File: src/hw/async_rx_filter_defines.vh
// Constants for the asynchronous receive filter and formatter
`ifndef ASYNC_RX_FILTER_DEFINES_VH
`define ASYNC_RX_FILTER_DEFINES_VH
// Destination offset windows, low 28 bits, upper offset bits all ones
`define REG_SPACE_LO 28'hf000000
`define REG_SPACE_HI 28'hf0001ff
`define BUS_SPACE_LO 28'hf000200
`define BUS_SPACE_HI 28'hf0003ff
`define CFG_SPACE_LO 28'hf000400
`define CFG_SPACE_HI 28'hf0007ff
`define UNIT_SPACE_LO 28'hf000800
`define UNIT_SPACE_HI 28'hfffffff
`define OFFSET_TOP_ONES 20'hfffff
`define BROADCAST_NODE 6'h3f
// Filter register field positions
`define SRC_MASK_MSB 31
`define SRC_MASK_LSB 16
`define SRC_VALUE_MSB 15
`define SRC_VALUE_LSB 0
// Token field positions
`define TOK_SIZE_LSB 16
`define TOK_SELFID_BIT 15
`define TOK_PHY_BIT 14
`define TOK_ACK_LSB 8
`define TOK_PAD_LSB 6
`define TOK_SPD_LSB 4
// Quadlet transaction codes; only write request and read response carry a data quadlet
`define TCODE_WRQ 4'h0
`define TCODE_RDQ_RESP 4'h6
`define TCODE_RDQ 4'h4
`define TCODE_WR_RESP 4'h2
`endif

File: src/hw/rx_word_store.v
// Small register-read memory holding formatted quadlets for the application
`timescale 1ns/10ps
module rx_word_store #(
  parameter DEPTH_LOG2 = 3
) (
  input wire core_clk,
  input wire writeEn,
  input wire [DEPTH_LOG2-1:0] writeAddr,
  input wire [31:0] writeData,
  input wire [DEPTH_LOG2-1:0] readAddr,
  output reg [31:0] readData
);
  reg [31:0] mem [0:(1<<DEPTH_LOG2)-1];
  // Write port and registered read port
  always @(posedge core_clk) begin
    if (writeEn) begin
      mem[writeAddr] <= writeData;
    end
    readData <= mem[readAddr];
  end
endmodule // rx_word_store

File: src/hw/async_rx_filter_formatter.v
// Acceptance filter and quadlet-receive formatter for asynchronous packets
`timescale 1ns/10ps
`include "async_rx_filter_defines.vh"
module async_rx_filter_formatter #(
  parameter NBUF = 4,
  parameter DEPTH_LOG2 = 3
) (
  input wire core_clk,
  input wire srst,
  // Packet from the link receiver, same clock, one-cycle strobe
  input wire pktValid,
  input wire [31:0] hdrQ0,
  input wire [31:0] hdrQ1,
  input wire [31:0] hdrQ2,
  input wire [31:0] dataQ,
  input wire isPhyPkt,
  input wire isSelfIdPkt,
  input wire [4:0] ackCode,
  input wire [1:0] spdCode,
  // Per-buffer controls, one bit per buffer except the two filter words, 32 bits per buffer
  input wire [NBUF-1:0] bufAsyncEn,
  input wire [NBUF-1:0] registerSpaceAccept,
  input wire [NBUF-1:0] busSpaceAccept,
  input wire [NBUF-1:0] cfgSpaceAccept,
  input wire [NBUF-1:0] unitSpaceAccept,
  input wire [NBUF-1:0] tokenInsertEn,
  input wire [NBUF-1:0] dropHeaderQ0,
  input wire [NBUF-1:0] dropHeaderQ1,
  input wire [NBUF-1:0] dropHeaderQ2,
  input wire [NBUF-1:0] dropHeaderQ3,
  input wire [NBUF-1:0] srcFilterEn,
  input wire [NBUF*32-1:0] rxBufferFilterA,
  input wire [NBUF-1:0] hdrFilterEn,
  input wire [NBUF*32-1:0] rxBufferFilterB,
  // Formatted output and memory readback
  input wire [DEPTH_LOG2-1:0] readAddr,
  output reg [31:0] readData,
  output reg pktAccepted,
  output reg pktDropped,
  output reg [NBUF-1:0] acceptBuf,
  output reg [DEPTH_LOG2:0] wordCount,
  output reg busy
);
  // ****************************************
  // Packet decode
  // ****************************************
  wire [15:0] destId = hdrQ0[31:16];
  wire [3:0] tcode = hdrQ0[7:4];
  wire [15:0] srcId = hdrQ1[31:16];
  wire [47:0] destOffset = {hdrQ1[15:0], hdrQ2};
  wire offTop = (destOffset[47:28] == `OFFSET_TOP_ONES);
  wire [27:0] offLow = destOffset[27:0];
  // Only ordinary addressed asynchronous packets reach space matching
  wire plainAsync = !isPhyPkt && !isSelfIdPkt && (destId[5:0] != `BROADCAST_NODE);
  wire inReg = offTop && offLow >= `REG_SPACE_LO && offLow <= `REG_SPACE_HI;
  wire inBus = offTop && offLow >= `BUS_SPACE_LO && offLow <= `BUS_SPACE_HI;
  wire inCfg = offTop && offLow >= `CFG_SPACE_LO && offLow <= `CFG_SPACE_HI;
  wire inUnit = offTop && offLow >= `UNIT_SPACE_LO && offLow <= `UNIT_SPACE_HI;
  // Data quadlet present for quadlet write request and read response
  wire hasData = (tcode == `TCODE_WRQ) || (tcode == `TCODE_RDQ_RESP);

  // ****************************************
  // Per-buffer match
  // ****************************************
  wire [NBUF-1:0] bufMatch;
  genvar g;
  generate
    for (g = 0; g < NBUF; g = g + 1) begin : gMatch
      wire [31:0] fa = rxBufferFilterA[g*32 +: 32];
      wire [31:0] fb = rxBufferFilterB[g*32 +: 32];
      wire [15:0] sMask = fa[`SRC_MASK_MSB:`SRC_MASK_LSB];
      wire [15:0] sVal = fa[`SRC_VALUE_MSB:`SRC_VALUE_LSB];
      wire srcOk = !srcFilterEn[g] || ((srcId & sMask) == (sVal & sMask));
      // Second filter compares masked header quadlet 0 (upper mask, lower value)
      wire hdrOk = !hdrFilterEn[g] ||
        ((hdrQ0[15:0] & fb[31:16]) == (fb[15:0] & fb[31:16]));
      wire spaceOk = (registerSpaceAccept[g] && inReg) || (busSpaceAccept[g] && inBus) ||
        (cfgSpaceAccept[g] && inCfg) || (unitSpaceAccept[g] && inUnit);
      assign bufMatch[g] = bufAsyncEn[g] && plainAsync && spaceOk && srcOk && hdrOk;
    end
  endgenerate

  // Lowest-numbered match wins
  reg [NBUF-1:0] winner;
  integer i;
  always @* begin
    winner = {NBUF{1'b0}};
    for (i = NBUF - 1; i >= 0; i = i - 1) begin
      if (bufMatch[i]) begin
        winner = {NBUF{1'b0}};
        winner[i] = 1'b1;
      end
    end
  end

  // Options of the winning buffer
  wire selToken = |(winner & tokenInsertEn);
  wire selDrop0 = |(winner & dropHeaderQ0);
  wire selDrop1 = |(winner & dropHeaderQ1);
  wire selDrop2 = |(winner & dropHeaderQ2);
  wire selDrop3 = |(winner & dropHeaderQ3);

  // ****************************************
  // Formatter sequence
  // ****************************************
  localparam ST_IDLE = 3'h0;
  localparam ST_TOK = 3'h1;
  localparam ST_H0 = 3'h2;
  localparam ST_H1 = 3'h3;
  localparam ST_H2 = 3'h4;
  localparam ST_DATA = 3'h5;
  localparam ST_DONE = 3'h6;

  reg [2:0] state_reg;
  reg [31:0] q0_reg, q1_reg, q2_reg, d_reg;
  reg tok_reg, dr0_reg, dr1_reg, dr2_reg, dr3_reg, data_reg;
  reg [31:0] token_reg;
  reg [DEPTH_LOG2:0] wptr_reg;
  reg memWe;
  reg [31:0] memWd;
  wire [31:0] memRd;

  // Token: size, S, P, ack, pad (zero for quadlet data), speed passed as coded
  wire [13:0] sizeQ = hasData ? 14'h0004 : 14'h0003;
  wire [31:0] tokenWord = ({18'h00000, sizeQ} << `TOK_SIZE_LSB) |
    ({31'h00000000, isSelfIdPkt} << `TOK_SELFID_BIT) |
    ({31'h00000000, isPhyPkt} << `TOK_PHY_BIT) |
    ({27'h0000000, ackCode} << `TOK_ACK_LSB) |
    ({30'h00000000, spdCode} << `TOK_SPD_LSB);

  // Write strobe per state; drop bits 0 to 2 suppress quadlets, not states
  always @* begin
    memWe = 1'b0;
    memWd = 32'h00000000;
    case (state_reg)
      ST_TOK: begin
        memWe = tok_reg;
        memWd = token_reg;
      end
      ST_H0: begin
        memWe = !dr0_reg;
        memWd = q0_reg;
      end
      ST_H1: begin
        memWe = !dr1_reg;
        memWd = q1_reg;
      end
      ST_H2: begin
        memWe = !dr2_reg;
        memWd = q2_reg;
      end
      ST_DATA: begin
        // Quadlet packets have no length quadlet, so drop bit 3 is moot here
        memWe = data_reg;
        memWd = d_reg;
      end
      default: begin
        memWe = 1'b0;
      end
    endcase
  end

  // Sequencer; new packets are ignored while busy, the link must wait
  always @(posedge core_clk) begin
    if (srst) begin
      state_reg <= ST_IDLE;
      wptr_reg <= {(DEPTH_LOG2+1){1'b0}};
      pktAccepted <= 1'b0;
      pktDropped <= 1'b0;
      acceptBuf <= {NBUF{1'b0}};
      wordCount <= {(DEPTH_LOG2+1){1'b0}};
      busy <= 1'b0;
      q0_reg <= 32'h00000000;
      q1_reg <= 32'h00000000;
      q2_reg <= 32'h00000000;
      d_reg <= 32'h00000000;
      token_reg <= 32'h00000000;
      tok_reg <= 1'b0;
      dr0_reg <= 1'b0;
      dr1_reg <= 1'b0;
      dr2_reg <= 1'b0;
      dr3_reg <= 1'b0;
      data_reg <= 1'b0;
    end else begin
      pktAccepted <= 1'b0;
      pktDropped <= 1'b0;
      if (memWe) begin
        wptr_reg <= wptr_reg + 1'b1;
      end
      case (state_reg)
        ST_IDLE: begin
          if (pktValid) begin
            if (|winner) begin
              state_reg <= ST_TOK;
              busy <= 1'b1;
              acceptBuf <= winner;
              wptr_reg <= {(DEPTH_LOG2+1){1'b0}};
              q0_reg <= hdrQ0;
              q1_reg <= hdrQ1;
              q2_reg <= hdrQ2;
              d_reg <= dataQ;
              token_reg <= tokenWord;
              tok_reg <= selToken;
              dr0_reg <= selDrop0;
              dr1_reg <= selDrop1;
              dr2_reg <= selDrop2;
              dr3_reg <= selDrop3;
              data_reg <= hasData;
            end else begin
              pktDropped <= 1'b1;
            end
          end
        end
        ST_TOK: state_reg <= ST_H0;
        ST_H0: state_reg <= ST_H1;
        ST_H1: state_reg <= ST_H2;
        ST_H2: state_reg <= ST_DATA;
        ST_DATA: state_reg <= ST_DONE;
        ST_DONE: begin
          state_reg <= ST_IDLE;
          busy <= 1'b0;
          pktAccepted <= 1'b1;
          wordCount <= wptr_reg;
        end
        default: state_reg <= ST_IDLE;
      endcase
    end
  end

  // Output data registered once more so the port comes straight from a flop
  always @(posedge core_clk) begin
    if (srst) begin
      readData <= 32'h00000000;
    end else begin
      readData <= memRd;
    end
  end

  rx_word_store #(
    .DEPTH_LOG2(DEPTH_LOG2)
  ) uStore (
    .core_clk(core_clk),
    .writeEn(memWe),
    .writeAddr(wptr_reg[DEPTH_LOG2-1:0]),
    .writeData(memWd),
    .readAddr(readAddr),
    .readData(memRd)
  );
endmodule // async_rx_filter_formatter

File: config.mk
export PLATFORM = sky130hd
export DESIGN_NAME = async_rx_filter_formatter
export DESIGN_NICKNAME = d
export VERILOG_FILES = /design/src/hw/rx_word_store.v /design/src/hw/async_rx_filter_formatter.v
export VERILOG_INCLUDE_DIRS = /design/src /design/src/hw
export SDC_FILE = /design/constraint.sdc
export NUM_CORES = 1
export LEC_CHECK = 0
export BUFFER_PORTS_ARGS = -buffer_cell sky130_fd_sc_hd__buf_2
export CAP_MARGIN = 10
export CORE_MARGIN = 2
export CORE_UTILIZATION = 54
export CTS_CLUSTER_SIZE = 24
export DETAILED_ROUTE_END_ITERATION = 7
export PLACE_DENSITY = 0.83
export SLEW_MARGIN = 20
export SYNTH_ARGS = -nofsm -noshare
export SYNTH_HDL_FRONTEND = slang
export SYNTH_SLANG_ARGS = --single-unit
File: constraint.sdc
create_clock -name core_clk -period 4.7 [get_ports core_clk]
set_input_delay 0.705 -clock core_clk [delete_from_list [all_inputs] [get_ports core_clk]]
set_output_delay 0.705 -clock core_clk [all_outputs]
set_load 0.02 [all_outputs]
==> metrics, run 1 <==
status complete, no violations; Routed WL ~66000 µm; post-route ant nets 0; CTS clk-pin slew, worst paths roughly 0.06 ns; chip height a little under 200 µm; worst-case clock buffer depth 3; vias per cell 5.96; number of remaining DRC errors 0; CP required about 5.2 ns; CTS tree yes; FF-to-FF setup slack roughly 1.3 ns; RR Endpoint uStore.mem[5][14]; min-delay src dataQ[4]; pwr dens between 300 and 400 mW/mm²; Core ar. between 0.03 and 0.04 mm²; Tmin final 3.68 ns; Hold Path Sink d_reg[4]; top cell type's share of synthesized area 0.386; I/O Buffers around 490; worst-skew pair later-pin latency roughly 0.55 ns; wire length of the first global-routing pass roughly 94000 µm; setup bufs post-CTS 0; CTS Sinks approximately 480; R2R cell count 7; P_leak roughly 8.7 nW; Critical R2R Launch state_reg[2]; PnR worst setup slack about 1.0 ns; Iter 0 DRT Violations approximately 1600; max cap viols 0; Worst-Margin Slew roughly 1.0 ns; Final Util 0.665; synthesized netlist cell count 1613; fillers 2677; Highest Clock Rate 0.271 GHz; Hold Path Class input port to register; worst-path fanout max between 50 and 60; final setup vio count 0; initial core utilization 0.547; Final period util 0.784; Final GP Congestion roughly 0.96; max FFs per register approximately 260; sequential cell area 0.0122 mm²; Slew Viols, Final 0; pre-CTS setup slack a little under 0.6 ns; FF+latch count, synth around 480; RSZ-0062 raised after global routing no; yosys warns 0; post-route setup TNS 0 ns; CTS H-tree lvls 2; nets 2500; Yosys top cell by area edfxtp_1; CTS Root Cell clkbuf_16; slew margin rel. 0.309; crit path capture type register; Avg Synthesized Cell Area around 12 µm²; num rows 70; Fin. Hold Viols 0; largest net degree at the start of global routing roughly 120; DIE AREA around 0.038 mm²; Arrival @ worst endpoint 4.13 ns; Startpoint Class input port; Synth area leaders edfxtp_1 (39%), dfxtp_1 (23%), mux4_2 (7.2%); final clock skew about 0.030 ns; Largest Register uStore.mem; WHS Path Cells 3; routed len/inst 25.6 µm; Unique masters post-synth 46; Synth Cell Area 0.0199 mm²; layout cells sized above 1 0.344; Seq/Total Area, Yosys 0.612; Ports 490; gr usage total 0.336; Hold Worst Slack between 0.4 and 0.5 ns; Post-Syn Nets just over 2000; total power about 8.6 mW; Die Wd about 200 µm; first-pass detailed-route iteration total 5; initial antenna violation count 17; Multi-input gate area 0.00720 mm²; Post-CTS Resized 0; detailed placer's ending HPWL roughly 46000 µm; WS Path Type input port to register; vias in the first global route 14976; vias ~15000; cts hold-fix bufs 0; GR Overflow Total 0; Num CTS Buffers 46; Syn-to-layout area delta 21.6%; maximum VDD drop approximately 0.00025 V
## layout by cell type (no fill, tap or decap), drive strengths merged, types with 5 or more instances in the layout
cell type / Yosys / routed
nand4: 30 / 30
a221o: 11 / 11
nor2: 74 / 74
clkinv: 0 / 16
nor3: 14 / 14
xor2: 130 / 130
mux4: 64 / 64
edfxtp: 256 / 256
mux2: 36 / 36
nor2b: 32 / 32
diode: 0 / 10
o21ai: 23 / 23
mux2i: 17 / 17
nand2b: 9 / 9
buf: 36 / 513
and3: 11 / 11
nor3b: 5 / 5
dfxtp: 225 / 225
nand3: 12 / 12
clkbuf: 86 / 67
inv: 9 / 10
nand2: 275 / 275
a22oi: 104 / 104
a21oi: 125 / 125
## how the worst max path moves through the flow
stage / startpoint / to / cells after the start / slack [ns]
after global placement: hdrQ0[14] / dr2_reg / 10 / 0.73
after global routing: hdrQ2[11] / d_reg[30] / 10 / 0.94
after floorplan: state_reg[2] / uStore.mem[4][0] / 7 / 0.50
after detailed placement: hdrQ2[11] / d_reg[26] / 10 / 0.59
final: hdrQ2[11] / d_reg[30] / 10 / 1.02
after CTS: hdrQ2[11] / d_reg[30] / 10 / 1.12
## final cells by class
type / instances / share of cell area
clock inverter: 18 / 0.00563
sequential: 481 / 0.503
inverter: 9 / 0.00139
antenna: 10 / 0.00103
multi-input combinational: 1001 / 0.297
tap: 468 / 0.0242
clock buffer: 67 / 0.0546
timing repair buffer: 513 / 0.112
## worst max-delay path, cell delays in order
cell and delay [ns]:
buf_2 0.12, nor4_2 0.43, nand4_2 0.28, mux2_4 0.36, and3_1 0.25, and3_1 0.33
o41ai_4 0.70, buf_4 0.60, nand2_1 0.14, a21oi_1 0.17
## Yosys cell counts, drive strengths merged
cell type,n
a2111oi,1
a211oi,3
a21oi,125
a221o,11
a221oi,4
a22oi,104
a31oi,1
a41oi,1
and2,2
and3,11
and4,1
buf,36
clkbuf,86
dfxtp,225
edfxtp,256
ha,1
inv,9
mux2,36
mux2i,17
mux4,64
nand2,275
nand2b,9
nand3,12
nand4,30
nand4bb,2
nor2,74
nor2b,32
nor3,14
nor3b,5
nor4,4
o21ai,23
o221ai,1
o311ai,4
o41ai,1
or4bb,1
xnor2,2
xor2,130
## layer usage
layer | GRT usage | part of all wire
met1 | 0.469 | 0.40
met2 | 0.535 | 0.47
met3 | 0.0617 | 0.093
met4 | 0.115 | 0.031
met5 | 0 | 0.00090
## where the power goes
group          internal (mW)  switching (mW)
registers               4.40         0.00675
clock network           2.02            1.54
logic                  0.277           0.350
## cell families after synthesis
family,share of synthesized area
flip-flops,0.612
AND/OR/NAND/NOR,0.106
AO/OA/AOI/OAI,0.0918
XOR/XNOR,0.0580
buffers and inverters,0.0302
multiplexers,0.101
adder cells (fa/ha/maj),0.000628
## through the flow
step                      area [µm²]  cells
after floorplan                19900   1613
after global placement         22700   2472
after detailed placement       22700   2472
after CTS                      24200   2557
after global routing           24200   2566
final                          24200   2567
Power figures use the tool's default switching activity.
==> run 2: changes to the inputs <==
==> constraint.sdc (replaced) <==
create_clock -name core_clk -period 3.55 [get_ports core_clk]
set_input_delay 0.5325 -clock core_clk [delete_from_list [all_inputs] [get_ports core_clk]]
set_output_delay 0.5325 -clock core_clk [all_outputs]
set_load 0.02 [all_outputs]
==> run 2 against run 1 <==
Effect of this change: core utilization is 1.8 points higher; clock skew hardly changed; global-route usage is 1.6 points higher; largest cell class unchanged; highest routed layer unchanged.
==> metrics, run 2 (same netlist as run 1, synthesis figures left out) <==
P_leak roughly 9 nW; cts hold-fix bufs 0; Iter 0 DRT Violations between 1500 and 2000; post-route ant nets 0; max cap viols 0; Final period util 0.841; status complete, no violations; most frequent cells in the layout buf_2 (483), nand2_1 (266), edfxtp_1 (256), dfxtp_1 (225), xor2_1 (130); Final GP Congestion 0.983; CTS tree yes; slew margin rel. 0.351; vias approximately 16000; DIE AREA slightly below 0.04 mm²; vias in the first global route approximately 15000; pwr dens between 400 and 500 mW/mm²; chip height ~200 µm; initial antenna violation count 16; Final Util 0.682; layout cells sized above 1 0.360; initial core utilization 0.547; commonest non-fill, non-tap cell in the layout buf_2; Post-CTS Resized 0; Arrival @ worst endpoint 3.46 ns; critical path's slowest cell a22oi_1; first-pass detailed-route iteration total 7; Worst path depth 13; detailed placer's ending HPWL slightly below 50000 µm; Hold Path Class input port to register; nets 2552; Worst-Margin Slew slightly below 1 ns; number of remaining DRC errors 0; R2R cell count 7; gr usage total 0.352; worst path cell trace buf_2 -> xor2_1 -> buf_4 -> a22oi_1 -> nand4_1 -> o21ai_0 -> buf_4 -> nand4_1 -> a41oi_4 -> buf_12 -> buf_12 -> nand2_1 -> a21oi_1; CP required between 4 and 5 ns; max incr delay on CP approximately 0.44 ns; vias per cell between 5 and 6; Syn-to-layout area delta 24.8%; post-route setup TNS 0 ns; Core ar. 0.0364 mm²; max FFs per register around 260; RSZ-0062 raised after global routing no; routed len/inst between 20 and 30 µm; total power between 10 and 15 mW; fillers 2573; WHS Path Cells 3; worst-path fanout max 16; CP delay by family, top compound AO/OA/AOI/OAI gates; WS Path Type input port to register; final clock skew roughly 0.030 ns; non-filler instance count after layout roughly 2600; Ports roughly 500; GR Overflow Total 0; worst-case clock buffer depth 3; Tmin final 2.99 ns; setup bufs post-CTS 0; CTS clk-pin slew, worst paths 0.06 ns; final setup vio count 0; Startpoint Class input port; maximum VDD drop approximately 0.00036 V; Num CTS Buffers 47; placed insts 2523; Die Wd 196 µm; Highest Clock Rate 0.335 GHz; CTS H-tree lvls 2; I/O Buffers between 400 and 500; CTS Root Cell clkbuf_16; Largest Register uStore.mem; CP Buf/Inv Count 5; worst-skew pair later-pin latency between 0.5 and 0.6 ns; Slew Viols, Final 0; wire length of the first global-routing pass around 99000 µm; num rows 70; CTS Sinks just under 500; crit path capture type register; Routed WL around 70000 µm; Fin. Hold Viols 0; largest net degree at the start of global routing 93
[run 2: cell count changes in the layout (fill, tap and decap cells not counted), sizes merged]
cell | before | now
clkbuf | 67 | 57
bufinv | 1 | 4
diode | 10 | 15
clkinvlp | 0 | 2
buf | 513 | 564
clkinv | 16 | 24
[run 2: final cells by class]
type / count / area, µm² / area share
clock buffers: 57 / 1240 / 0.0501
clock inverters: 31 / 290 / 0.0117
diodes: 15 / 37.5 / 0.00151
inverters: 9 / 33.8 / 0.00136
multi-input cells: 1001 / 7210 / 0.290
well taps: 468 / 586 / 0.0235
repair buffers: 564 / 3270 / 0.131
flip-flops and latches: 481 / 12200 / 0.490
[run 2: worst paths after layout]
| kind | start | end | slack (ns) |
|---|---|---|---|
| max reg2reg | state_reg[1] | uStore.mem[0][7] | 0.76 |
| min | hdrQ0[22] | q0_reg[22] | 0.21 |
| max | hdrQ1[27] | q1_reg[29] | 0.56 |
| min reg2reg | uStore.readData[21] | readData[21] | 0.44 |
[run 2: routing by layer]
layer | vias up | track usage | share of wire
li1 | 6833 | - | -
met1 | 7736 | 0.482 | 0.40
met2 | 951 | 0.567 | 0.48
met3 | 148 | 0.0775 | 0.088
met4 | 2 | 0.104 | 0.031
met5 | - | 0 | 0.00015
[run 2: power by group]
group | total, mW | switching, mW | internal (mW) | leakage (nW)
registers | 5.84 | 0.00837 | 5.83 | 3.74
clock network | 4.95 | 2.13 | 2.81 | 0.755
logic | 0.860 | 0.469 | 0.391 | 4.49
[run 2: worst min-delay path, stage by stage]
cell and delay (ns):
buf_2 0.10, nand2_1 0.05, a21oi_1 0.05
[run 2: metrics by stage]
stage / area (µm²) / setup WS, ns / hold slack, ns
3_5_place_dp: 23300 / 0.138 / 0.423
4_1_cts: 24800 / 0.651 / 0.193
5_1_grt: 24800 / 0.485 / 0.208
3_3_place_gp: 23300 / 0.151 / 0.417
6_report: 24900 / 0.563 / 0.211
2_1_floorplan: 19900 / -0.648 / 0.414
